`config.mk`:
```
export PLATFORM = sky130hd
export DESIGN_NAME = autoneg_status_advert_regs
export DESIGN_NICKNAME = d
export VERILOG_FILES = /design/src/rtl/autoneg_regs_pkg.sv /design/src/rtl/autoneg_status_advert_regs.sv /design/src/rtl/mdio_c45_engine.sv
export SDC_FILE = /design/constraint.sdc
export NUM_CORES = 1
export LEC_CHECK = 0
export BUFFER_PORTS_ARGS = -buffer_cell sky130_fd_sc_hd__buf_4
export CAP_MARGIN = 40
export CORE_AREA = 2 2 150 152
export DETAILED_ROUTE_END_ITERATION = 10
export DIE_AREA = 0 0 152 154
export HOLD_SLACK_MARGIN = 0.05
export PLACE_DENSITY = 0.53
export SLEW_MARGIN = 30
export SYNTH_ARGS = -nofsm -noshare
export SYNTH_HDL_FRONTEND = slang
export SYNTH_SLANG_ARGS = --single-unit
export TNS_END_PERCENT = 30
```
`constraint.sdc`:
```
create_clock -name REF_CLK_IN -period 3.64 [get_ports REF_CLK_IN]
set_clock_uncertainty 0.15 [all_clocks]
set_input_delay 0.728 -clock REF_CLK_IN [delete_from_list [all_inputs] [get_ports REF_CLK_IN]]
set_output_delay 0.728 -clock REF_CLK_IN [all_outputs]
set_load 0.1 [all_outputs]
```
`src/rtl/autoneg_regs_pkg.sv`:
```
// constants for the auto-negotiation status and advertisement register bank
package autoneg_regs_pkg;
  // management frame addressing
  localparam logic [4:0] MMD_DEVAD = 5'h07;
  localparam logic [5:0] PREAMBLE_ONES = 6'h20;
  localparam logic [4:0] HDR_LAST = 5'h0b;
  localparam logic [4:0] DATA_LAST = 5'h0f;
  // frame opcodes
  localparam logic [1:0] OP_ADDR = 2'h0;
  localparam logic [1:0] OP_WRITE = 2'h1;
  localparam logic [1:0] OP_READ_INC = 2'h2;
  localparam logic [1:0] OP_READ = 2'h3;
  // register offsets
  localparam logic [15:0] OFS_STATUS = 16'h0001;
  localparam logic [15:0] OFS_PRESENCE = 16'h0005;
  localparam logic [15:0] OFS_ADV_LOW = 16'h0010;
  localparam logic [15:0] OFS_ADV_MID = 16'h0011;
  // reset and constant values
  localparam logic [15:0] RST_STATUS = 16'h0088;
  localparam logic [15:0] PRESENCE_VALUE = 16'h0080;
  localparam logic [15:0] RST_ADV_LOW = 16'h1001;
  localparam logic [15:0] RST_ADV_MID = 16'h0080;
  localparam logic [2:0] RST_CAPS = 3'h4;
  localparam logic [4:0] RST_ECHO = 5'h00;
  localparam logic [4:0] RST_SEL = 5'h01;
  // status bit positions
  localparam int ST_PD_FAULT = 9;
  localparam int ST_EXT_NP = 7;
  localparam int ST_PAGE_RX = 6;
  localparam int ST_DONE = 5;
  localparam int ST_RFAULT = 4;
  localparam int ST_CAPABLE = 3;
  localparam int ST_LINK = 2;
  localparam int ST_LP_CAPABLE = 0;
  // advertisement field positions
  localparam int ADV_NP = 15;
  localparam int ADV_ACK = 14;
  localparam int ADV_RF = 13;
  localparam int ADV_CAPS_LSB = 10;
  localparam int ADV_ECHO_LSB = 5;
  localparam int ADV_SEL_LSB = 0;
endpackage : autoneg_regs_pkg

```
`src/rtl/autoneg_status_advert_regs.sv`:
```
// auto-negotiation status, presence and base-page advertisement registers
`timescale 1ns/100ps
`default_nettype none

// Contract
// - parallel detect fault latches high in bit 9
// - bit 7 shows extended next page use
// - bit 6 shows a page was received
// - bit 5 shows negotiation has finished
// - remote fault latches high in bit 4
// - bit 3 always reads one
// - bit 0 shows partner can negotiate
// - presence register reads bit 7 set only
// - advert bit 15 drives next page, resets 0
// - advert bit 14 always reads zero
// - advert bit 13 drives remote fault bit
// - advert bits 12:10 drive caps, reset 100
// - echoed nonce becomes partner nonce after exchange
// - echoed nonce reads last written value
// - advert bits 4:0 drive selector, reset 00001
module autoneg_status_advert_regs import autoneg_regs_pkg::*; (
  // clock and reset
  input wire logic REF_CLK_IN,
  input wire logic RST_B_IN,
  // management serial pins
  input wire logic MDC_IN,
  input wire logic MDIO_IN,
  output logic MDIO_OUT,
  output logic MDIO_OE_OUT,
  input wire logic [4:0] PORT_ADDR_IN,
  // conditions from the negotiation logic
  input wire logic PAR_DET_FAULT_IN,
  input wire logic EXT_NP_IN_USE_IN,
  input wire logic PAGE_RECEIVED_IN,
  input wire logic NEG_DONE_IN,
  input wire logic REMOTE_FAULT_IN,
  input wire logic LINK_UP_IN,
  input wire logic PARTNER_CAPABLE_IN,
  // nonce exchange from the negotiation logic
  input wire logic NONCE_EXCHANGED_IN,
  input wire logic [4:0] PARTNER_NONCE_IN,
  // codeword bits towards the transmitter
  output logic [15:0] TX_BASE_WORD_OUT,
  output logic [15:0] TX_ADVERT_MID_OUT
);
  // register address pointer, loaded by address frames
  logic [15:0] mmd_addr;
  // low advertisement fields
  logic adv_nextpage_bit;
  logic adv_fault_bit;
  logic [2:0] adv_pause_caps;
  logic [4:0] adv_echoed_random_tag; // software copy, sent only while NONCE_EXCHANGED_IN is low
  logic [4:0] adv_protocol_selector;
  // middle advertisement word, plain storage
  logic [15:0] adv_mid;
  // latches for the sticky status bits
  logic lat_pd_fault; // parallel detect fault seen
  logic lat_rfault; // remote fault seen
  logic lat_link_down; // link dropped since last read

  // commands from the frame engine
  logic rd_pulse; // read snapshot strobe, combinational
  logic addr_pulse; // address frame completed
  logic wr_pulse; // write frame completed
  logic rd_done; // read frame completed
  logic rd_inc; // read frame asked for post-increment
  logic [15:0] frame_data; // data field of the last frame

  // offset compare, shared by the read mux, writes and clears
  function automatic logic reg_hit(input logic [15:0] addr,
                                   input logic [15:0] ofs);
    reg_hit = (addr == ofs);
  endfunction : reg_hit

  // register selection for the current pointer
  wire hit_status = reg_hit(mmd_addr, OFS_STATUS);
  wire hit_presence = reg_hit(mmd_addr, OFS_PRESENCE);
  wire hit_adv_low = reg_hit(mmd_addr, OFS_ADV_LOW);
  wire hit_adv_mid = reg_hit(mmd_addr, OFS_ADV_MID);

  // clearing happens on the same edge as the snapshot, so a read always
  // sees the latched value it is about to clear
  wire status_read = rd_pulse & hit_status;
  wire wr_adv_low = wr_pulse & hit_adv_low;
  wire wr_adv_mid = wr_pulse & hit_adv_mid;

  // fault flags show the latch or the live condition
  wire pd_fault_view = lat_pd_fault | PAR_DET_FAULT_IN;
  wire rfault_view = lat_rfault | REMOTE_FAULT_IN;
  // link reads low once it has dropped, until the status read
  wire link_view = LINK_UP_IN & ~lat_link_down;

  // assembled status word, reserved bits read as zero
  logic [15:0] status_word;
  always_comb begin
    status_word = 16'h0000;
    status_word[ST_PD_FAULT] = pd_fault_view;
    status_word[ST_EXT_NP] = EXT_NP_IN_USE_IN;
    status_word[ST_PAGE_RX] = PAGE_RECEIVED_IN;
    status_word[ST_DONE] = NEG_DONE_IN;
    status_word[ST_RFAULT] = rfault_view;
    status_word[ST_CAPABLE] = RST_STATUS[ST_CAPABLE];
    status_word[ST_LINK] = link_view;
    status_word[ST_LP_CAPABLE] = PARTNER_CAPABLE_IN;
  end

  // low advertisement word as software reads it back
  logic [15:0] adv_low_word;
  always_comb begin
    adv_low_word = 16'h0000;
    adv_low_word[ADV_NP] = adv_nextpage_bit;
    adv_low_word[ADV_ACK] = 1'b0;
    adv_low_word[ADV_RF] = adv_fault_bit;
    adv_low_word[ADV_CAPS_LSB +: 3] = adv_pause_caps;
    adv_low_word[ADV_ECHO_LSB +: 5] = adv_echoed_random_tag;
    adv_low_word[ADV_SEL_LSB +: 5] = adv_protocol_selector;
  end

  // the echoed nonce on the line switches to the partner's value once
  // both ends have swapped unique nonces; software never sees this
  wire [4:0] echo_on_line = NONCE_EXCHANGED_IN ? PARTNER_NONCE_IN :
                            adv_echoed_random_tag;

  // word handed to the transmitter; the acknowledge bit stays zero here
  // because the negotiation logic inserts it itself
  logic [15:0] tx_word;
  always_comb begin
    tx_word = adv_low_word;
    tx_word[ADV_ECHO_LSB +: 5] = echo_on_line;
  end

  // read data for the pointer; unmapped offsets answer zero
  wire [15:0] rd_data = hit_status ? status_word :
                        hit_presence ? PRESENCE_VALUE :
                        hit_adv_low ? adv_low_word :
                        hit_adv_mid ? adv_mid : 16'h0000;

  // serial frame engine
  mdio_c45_engine u_engine (
    .clk_in(REF_CLK_IN),
    .rst_b_in(RST_B_IN),
    .mdc_in(MDC_IN),
    .mdio_in(MDIO_IN),
    .mdio_out(MDIO_OUT),
    .mdio_oe_out(MDIO_OE_OUT),
    .port_addr_in(PORT_ADDR_IN),
    .rd_data_in(rd_data),
    .rd_pulse_out(rd_pulse),
    .addr_pulse_out(addr_pulse),
    .wr_pulse_out(wr_pulse),
    .rd_done_out(rd_done),
    .rd_inc_out(rd_inc),
    .data_out(frame_data)
  );

  // pointer: loaded by address frames, stepped after incrementing reads
  always_ff @(posedge REF_CLK_IN or negedge RST_B_IN) begin
    if (!RST_B_IN) begin
      mmd_addr <= 16'h0000;
    end else if (addr_pulse) begin
      mmd_addr <= frame_data;
    end else if (rd_done & rd_inc) begin
      mmd_addr <= mmd_addr + 16'h0001;
    end
  end

  // sticky bits: an event in the clearing cycle wins over the clear
  always_ff @(posedge REF_CLK_IN or negedge RST_B_IN) begin
    if (!RST_B_IN) begin
      lat_pd_fault <= 1'b0;
      lat_rfault <= 1'b0;
      lat_link_down <= 1'b0;
    end else begin
      lat_pd_fault <= PAR_DET_FAULT_IN |
                      (lat_pd_fault & ~status_read);
      lat_rfault <= REMOTE_FAULT_IN |
                    (lat_rfault & ~status_read);
      lat_link_down <= ~LINK_UP_IN |
                       (lat_link_down & ~status_read);
    end
  end

  // low advertisement fields; the acknowledge bit has no storage
  always_ff @(posedge REF_CLK_IN or negedge RST_B_IN) begin
    if (!RST_B_IN) begin
      adv_nextpage_bit <= RST_ADV_LOW[ADV_NP];
      adv_fault_bit <= RST_ADV_LOW[ADV_RF];
      adv_pause_caps <= RST_CAPS;
      adv_echoed_random_tag <= RST_ECHO;
      adv_protocol_selector <= RST_SEL;
    end else if (wr_adv_low) begin
      adv_nextpage_bit <= frame_data[ADV_NP];
      adv_fault_bit <= frame_data[ADV_RF];
      adv_pause_caps <= frame_data[ADV_CAPS_LSB +: 3];
      adv_echoed_random_tag <= frame_data[ADV_ECHO_LSB +: 5];
      adv_protocol_selector <= frame_data[ADV_SEL_LSB +: 5];
    end
  end

  // middle advertisement word, written whole
  always_ff @(posedge REF_CLK_IN or negedge RST_B_IN) begin
    if (!RST_B_IN) begin
      adv_mid <= RST_ADV_MID;
    end else if (wr_adv_mid) begin
      adv_mid <= frame_data;
    end
  end

  // transmitter-facing words are registered to keep the path short
  always_ff @(posedge REF_CLK_IN or negedge RST_B_IN) begin
    if (!RST_B_IN) begin
      TX_BASE_WORD_OUT <= RST_ADV_LOW;
      TX_ADVERT_MID_OUT <= RST_ADV_MID;
    end else begin
      TX_BASE_WORD_OUT <= tx_word;
      TX_ADVERT_MID_OUT <= adv_mid;
    end
  end
endmodule : autoneg_status_advert_regs
`default_nettype wire

```
`src/rtl/mdio_c45_engine.sv`:
```
// serial management frame engine: preamble, header, turnaround and data
`timescale 1ns/100ps
`default_nettype none
module mdio_c45_engine import autoneg_regs_pkg::*; (
  // clock and reset
  input wire logic clk_in,
  input wire logic rst_b_in,
  // serial pins, sampled on the core clock
  input wire logic mdc_in,
  input wire logic mdio_in,
  output logic mdio_out,
  output logic mdio_oe_out,
  // local port address and read data
  input wire logic [4:0] port_addr_in,
  input wire logic [15:0] rd_data_in,
  // decoded commands
  output logic rd_pulse_out,
  output logic addr_pulse_out,
  output logic wr_pulse_out,
  output logic rd_done_out,
  output logic rd_inc_out,
  output logic [15:0] data_out
);
  typedef enum logic [2:0] {S_PRE, S_ST, S_HDR, S_TA, S_DATA} phase_e;
  phase_e phase; // frame position
  logic mdc_prev; // last sampled serial clock
  logic [5:0] ones; // preamble ones seen, saturating
  logic [4:0] cnt; // bit counter inside a field
  logic [11:0] hdr; // opcode, port and device fields
  logic [15:0] shreg; // data shifter both ways
  logic match; // frame is addressed to us
  logic [1:0] op; // opcode of the current frame

  wire mdc_rise = mdc_in & ~mdc_prev;
  wire [11:0] hdr_next = {hdr[10:0], mdio_in};
  wire hdr_match = (hdr_next[9:5] == port_addr_in) &&
                   (hdr_next[4:0] == MMD_DEVAD);
  wire reading = match & op[1];

  // snapshot strobe is combinational so that latch clears share its edge
  assign rd_pulse_out = mdc_rise && (phase == S_TA) && (cnt == 5'h00) &&
                        reading;

  // frame sequencer, advanced on each rising serial clock
  always_ff @(posedge clk_in or negedge rst_b_in) begin
    if (!rst_b_in) begin
      phase <= S_PRE;
      mdc_prev <= 1'b0;
      ones <= 6'h00;
      cnt <= 5'h00;
      hdr <= 12'h000;
      shreg <= 16'h0000;
      match <= 1'b0;
      op <= OP_ADDR;
      mdio_out <= 1'b0;
      mdio_oe_out <= 1'b0;
      addr_pulse_out <= 1'b0;
      wr_pulse_out <= 1'b0;
      rd_done_out <= 1'b0;
      rd_inc_out <= 1'b0;
      data_out <= 16'h0000;
    end else begin
      mdc_prev <= mdc_in;
      addr_pulse_out <= 1'b0;
      wr_pulse_out <= 1'b0;
      rd_done_out <= 1'b0;
      rd_inc_out <= 1'b0;
      if (mdc_rise) begin
        unique case (phase)
          // a zero after a full preamble starts a frame
          S_PRE: begin
            if (mdio_in) begin
              if (ones != PREAMBLE_ONES) ones <= ones + 6'h01;
            end else begin
              if (ones == PREAMBLE_ONES) phase <= S_ST;
              ones <= 6'h00;
            end
          end
          // second start bit must be zero for this frame format
          S_ST: begin
            phase <= mdio_in ? S_PRE : S_HDR;
            cnt <= 5'h00;
          end
          S_HDR: begin
            hdr <= hdr_next;
            cnt <= cnt + 5'h01;
            if (cnt == HDR_LAST) begin
              phase <= S_TA;
              cnt <= 5'h00;
              match <= hdr_match;
              op <= hdr_next[11:10];
            end
          end
          // on a read we drive zero in the second turnaround bit
          S_TA: begin
            cnt <= cnt + 5'h01;
            if (cnt == 5'h00) begin
              if (reading) begin
                shreg <= rd_data_in;
                mdio_oe_out <= 1'b1;
                mdio_out <= 1'b0;
              end
            end else begin
              phase <= S_DATA;
              cnt <= 5'h00;
              if (reading) begin
                mdio_out <= shreg[15];
                shreg <= {shreg[14:0], 1'b0};
              end
            end
          end
          S_DATA: begin
            mdio_out <= shreg[15];
            shreg <= {shreg[14:0], mdio_in};
            cnt <= cnt + 5'h01;
            if (cnt == DATA_LAST) begin
              phase <= S_PRE;
              ones <= 6'h00;
              mdio_oe_out <= 1'b0;
              data_out <= {shreg[14:0], mdio_in};
              addr_pulse_out <= match && (op == OP_ADDR);
              wr_pulse_out <= match && (op == OP_WRITE);
              rd_done_out <= reading;
              rd_inc_out <= match && (op == OP_READ_INC);
            end
          end
        endcase
      end
    end
  end
endmodule : mdio_c45_engine
`default_nettype wire
```
==> impl_metrics.yaml <==
status:
  status: "finished, final reports clean"
timing:
  slew_viol_final: 0
  relSlewSlack_pct: 54.40
  setup_slack_ns: 0.8603
  setup_viol: 0
  fin_crit_ns: 2.780
  fin_setup_tns_ns: 0
  fin_crit_sh_pct: 76.36
  rsz0062_at_grt: "false"
  max_slew.worst_pin.slew_ns: 0.6839
  hold_violations: 0
  fmax_ghz: 0.3598
synthesis:
  syn_nets: 581
  syn_area_mm2: 0.006479
  synth_top_area_share_pct: 54.85
  synth_cells: 551
  synth_edf_count: 0
  synthTopCellsByArea: "dfrtp_1 (55%), mux2_2 (9.7%), o21ai_0 (3.2%)"
  synth-async-reset-ratio_pct: 100.0
  avgSynthCellArea_um2: 11.76
  ys_seq_area_share_pct: 57.28
  synth_flop_cell: "dfrtp_1"
  synthDistinctLibCells: 60
  ys.warnings.count: 0
  yosys.area.top_type: "dfrtp_1"
  synth_seq_cells: 148
finish:
  final_layout_size_suffix_gt1_share_pct: 27.16
  syn2layout_area_growth_pct: 20.59
  n_antenna_cell: 0
  fillers: 2129
  final_cell_mix: "dfrtp_1 (142), buf_4 (66), mux2_2 (56)"
  finalNetCount: 643
  final_common_cell: "dfrtp_1"
pwr:
  leakage_nw: 3.548
  irDropWorstVdd_mv: 0.3200
  power.total_w: 0.004460
  power_density_mw_per_mm2: 570.9
place:
  place_ws_ns: 0.8712
  hpwl_um: 10850
  gp_congestion: 0.8507
  portBuffers: 54
run:
  drv_cap: 0
global_route:
  grt_pass1_wl_um: 25420
  grt_overflow: 0
  antenna_found_initial: 0
  first_global_vias: 4649
  grt_max_degree: 72
  grt_usage_pct: 13.80
floorplan:
  start_util_pct: 29.87
  die_x_um: 152
  die_h_um: 154
  rows: 54
  io_pins: 56
  die-area_mm2: 0.02341
  core_mm2: 0.02169
critical_path:
  cp-end-kind: "flop"
  start_kind: "flop"
  path_max_fanout: 9
  worst-setup-path-type: "reg -> reg"
  critPathArrivalTime_ns: 2.93
  cp.required_ns: 3.79
  rrSetupSlack_ns: 0.86
drt:
  vias: 4530
  wl_per_cell_um: 17.06
  drc: 0
  wirelength_um: 15460
  dr.pass1.iters: 5
  ant_nets: 0
  avgViaCountPerCell: 5.000
  drt_iter0_drc: 278
worst_hold_path:
  hp-class: "in -> async"
clock_network:
  cts_buffers: 17
  cts_tree: "built"
  post_cts_buffers: 0
  cts_max_level: 4
  clock_path_buffers: 2
  clock-sinks: 148
  ctsResizeCount: 0
  insertion_delay_ns: 0.42
  cts.clk_slew.worst_paths_ns: 0.06
  ctsRootBufferMaster: "clkbuf_16"
  cts_hold_buf: 0
[cell type report]
class	instances	area, um^2	area share [%]
inverter	14	52.55	0.6726
sequential	148	3711	47.50
clock buffer	24	471.7	6.038
multi-input combinational	364	2584	33.07
timing repair buffer	68	518.0	6.630
tap	280	350.3	4.484
clock inverter	8	125.1	1.602
[per-stage QoR]
step / hold slack [ns] / cells / area, um^2 / utilization, %
floorplan: 0.2066 / 551 / 6479 / -
global placement: 0.2206 / 873 / 7204 / 33.22
detailed placement: 0.2229 / 873 / 7204 / 33.22
CTS: 0.1686 / 905 / 7801 / 35.97
global route: 0.1949 / 906 / 7812 / 36.02
finish: 0.1451 / 906 / 7812 / 36.02
[where the power goes]
part	internal [W]	leakage (nW)	switching [W]	total [W]
clock	0.00111	0.288	0.000660	0.00177
sequential	0.00185	1.95	0.000198	0.00205
combinational	0.000299	1.31	0.000339	0.000638
[final timing paths]
path | startpoint | to | cells after the start
min in group REF_CLK_IN | adv_pause_caps[2] | TX_BASE_WORD_OUT[12] | 0
hold reg to reg | adv_pause_caps[2] | TX_BASE_WORD_OUT[12] | 0
setup reg to reg | mmd_addr[9] | adv_pause_caps[1] | 5
max in group asynchronous | RST_B_IN | adv_protocol_selector[0] | 2
hold / removal | RST_B_IN | u_engine.hdr[8] | 1
setup / recovery | mmd_addr[9] | adv_pause_caps[1] | 5
[flip-flops by register name, indices dropped and copies added (netlist names), 2 cells and up]
register               cells
u_engine.phase             3
u_engine.cnt               5
u_engine.op                2
adv_mid                   16
mmd_addr                  16
TX_ADVERT_MID_OUT         16
adv_echoed_random_tag      5
u_engine.hdr              11
adv_protocol_selector      5
u_engine.ones              6
TX_BASE_WORD_OUT          15
u_engine.shreg            16
adv_pause_caps             3
u_engine.data_out         16
[routing by layer]
metal  share of wire (%)  vias up  global-route usage [%]
li1                    -     2095                       -
met1                  46     2292                   17.93
met2                  48      123                   21.86
met3                 4.6       20                   3.805
met4                 1.7        0                   5.652
met5                   0        -                       0
[synthesized netlist by cell type, types with 4 or more instances]
| master | count |
|---|---|
| a21oi_1 | 11 |
| a22oi_1 | 10 |
| a31oi_1 | 5 |
| and3_1 | 7 |
| buf_2 | 9 |
| buf_4 | 4 |
| clkbuf_1 | 11 |
| dfrtp_1 | 142 |
| dfstp_2 | 6 |
| ha_1 | 8 |
| inv_1 | 14 |
| mux2_1 | 10 |
| mux2_2 | 56 |
| nand2_1 | 53 |
| nand2b_1 | 7 |
| nand3_1 | 14 |
| nand4_1 | 11 |
| nor2_1 | 28 |
| nor2b_1 | 4 |
| nor3_1 | 8 |
| nor4_1 | 4 |
| nor4b_2 | 4 |
| o21ai_0 | 42 |
| o22a_1 | 6 |
| o2bb2ai_1 | 4 |
| o31ai_1 | 4 |
| xnor2_1 | 12 |
| xor2_1 | 8 |
[cell families (layout without fill, tap and decap cells)]
logic type      Yosys count  after routing  synth area share [%]
mux                      68             68                 11.78
simple gates            164            164                 13.65
buf+inv                  39            114                 2.839
other cells               1              1               0.05788
xor+xnor                 20             20                 2.704
flops                   148            148                 57.28
compound gates          103            103                 10.14
fa+ha+maj                 8              8                 1.545
[worst max-delay path: stages (launching register included)]
cell and delay, ns:
dfrtp_1 0.42, or4_4 0.61, nor3_4 0.38, and3_1 0.48
buf_4 0.26, mux2_1 0.35
Note: power is estimated with default switching activity, not from simulation.
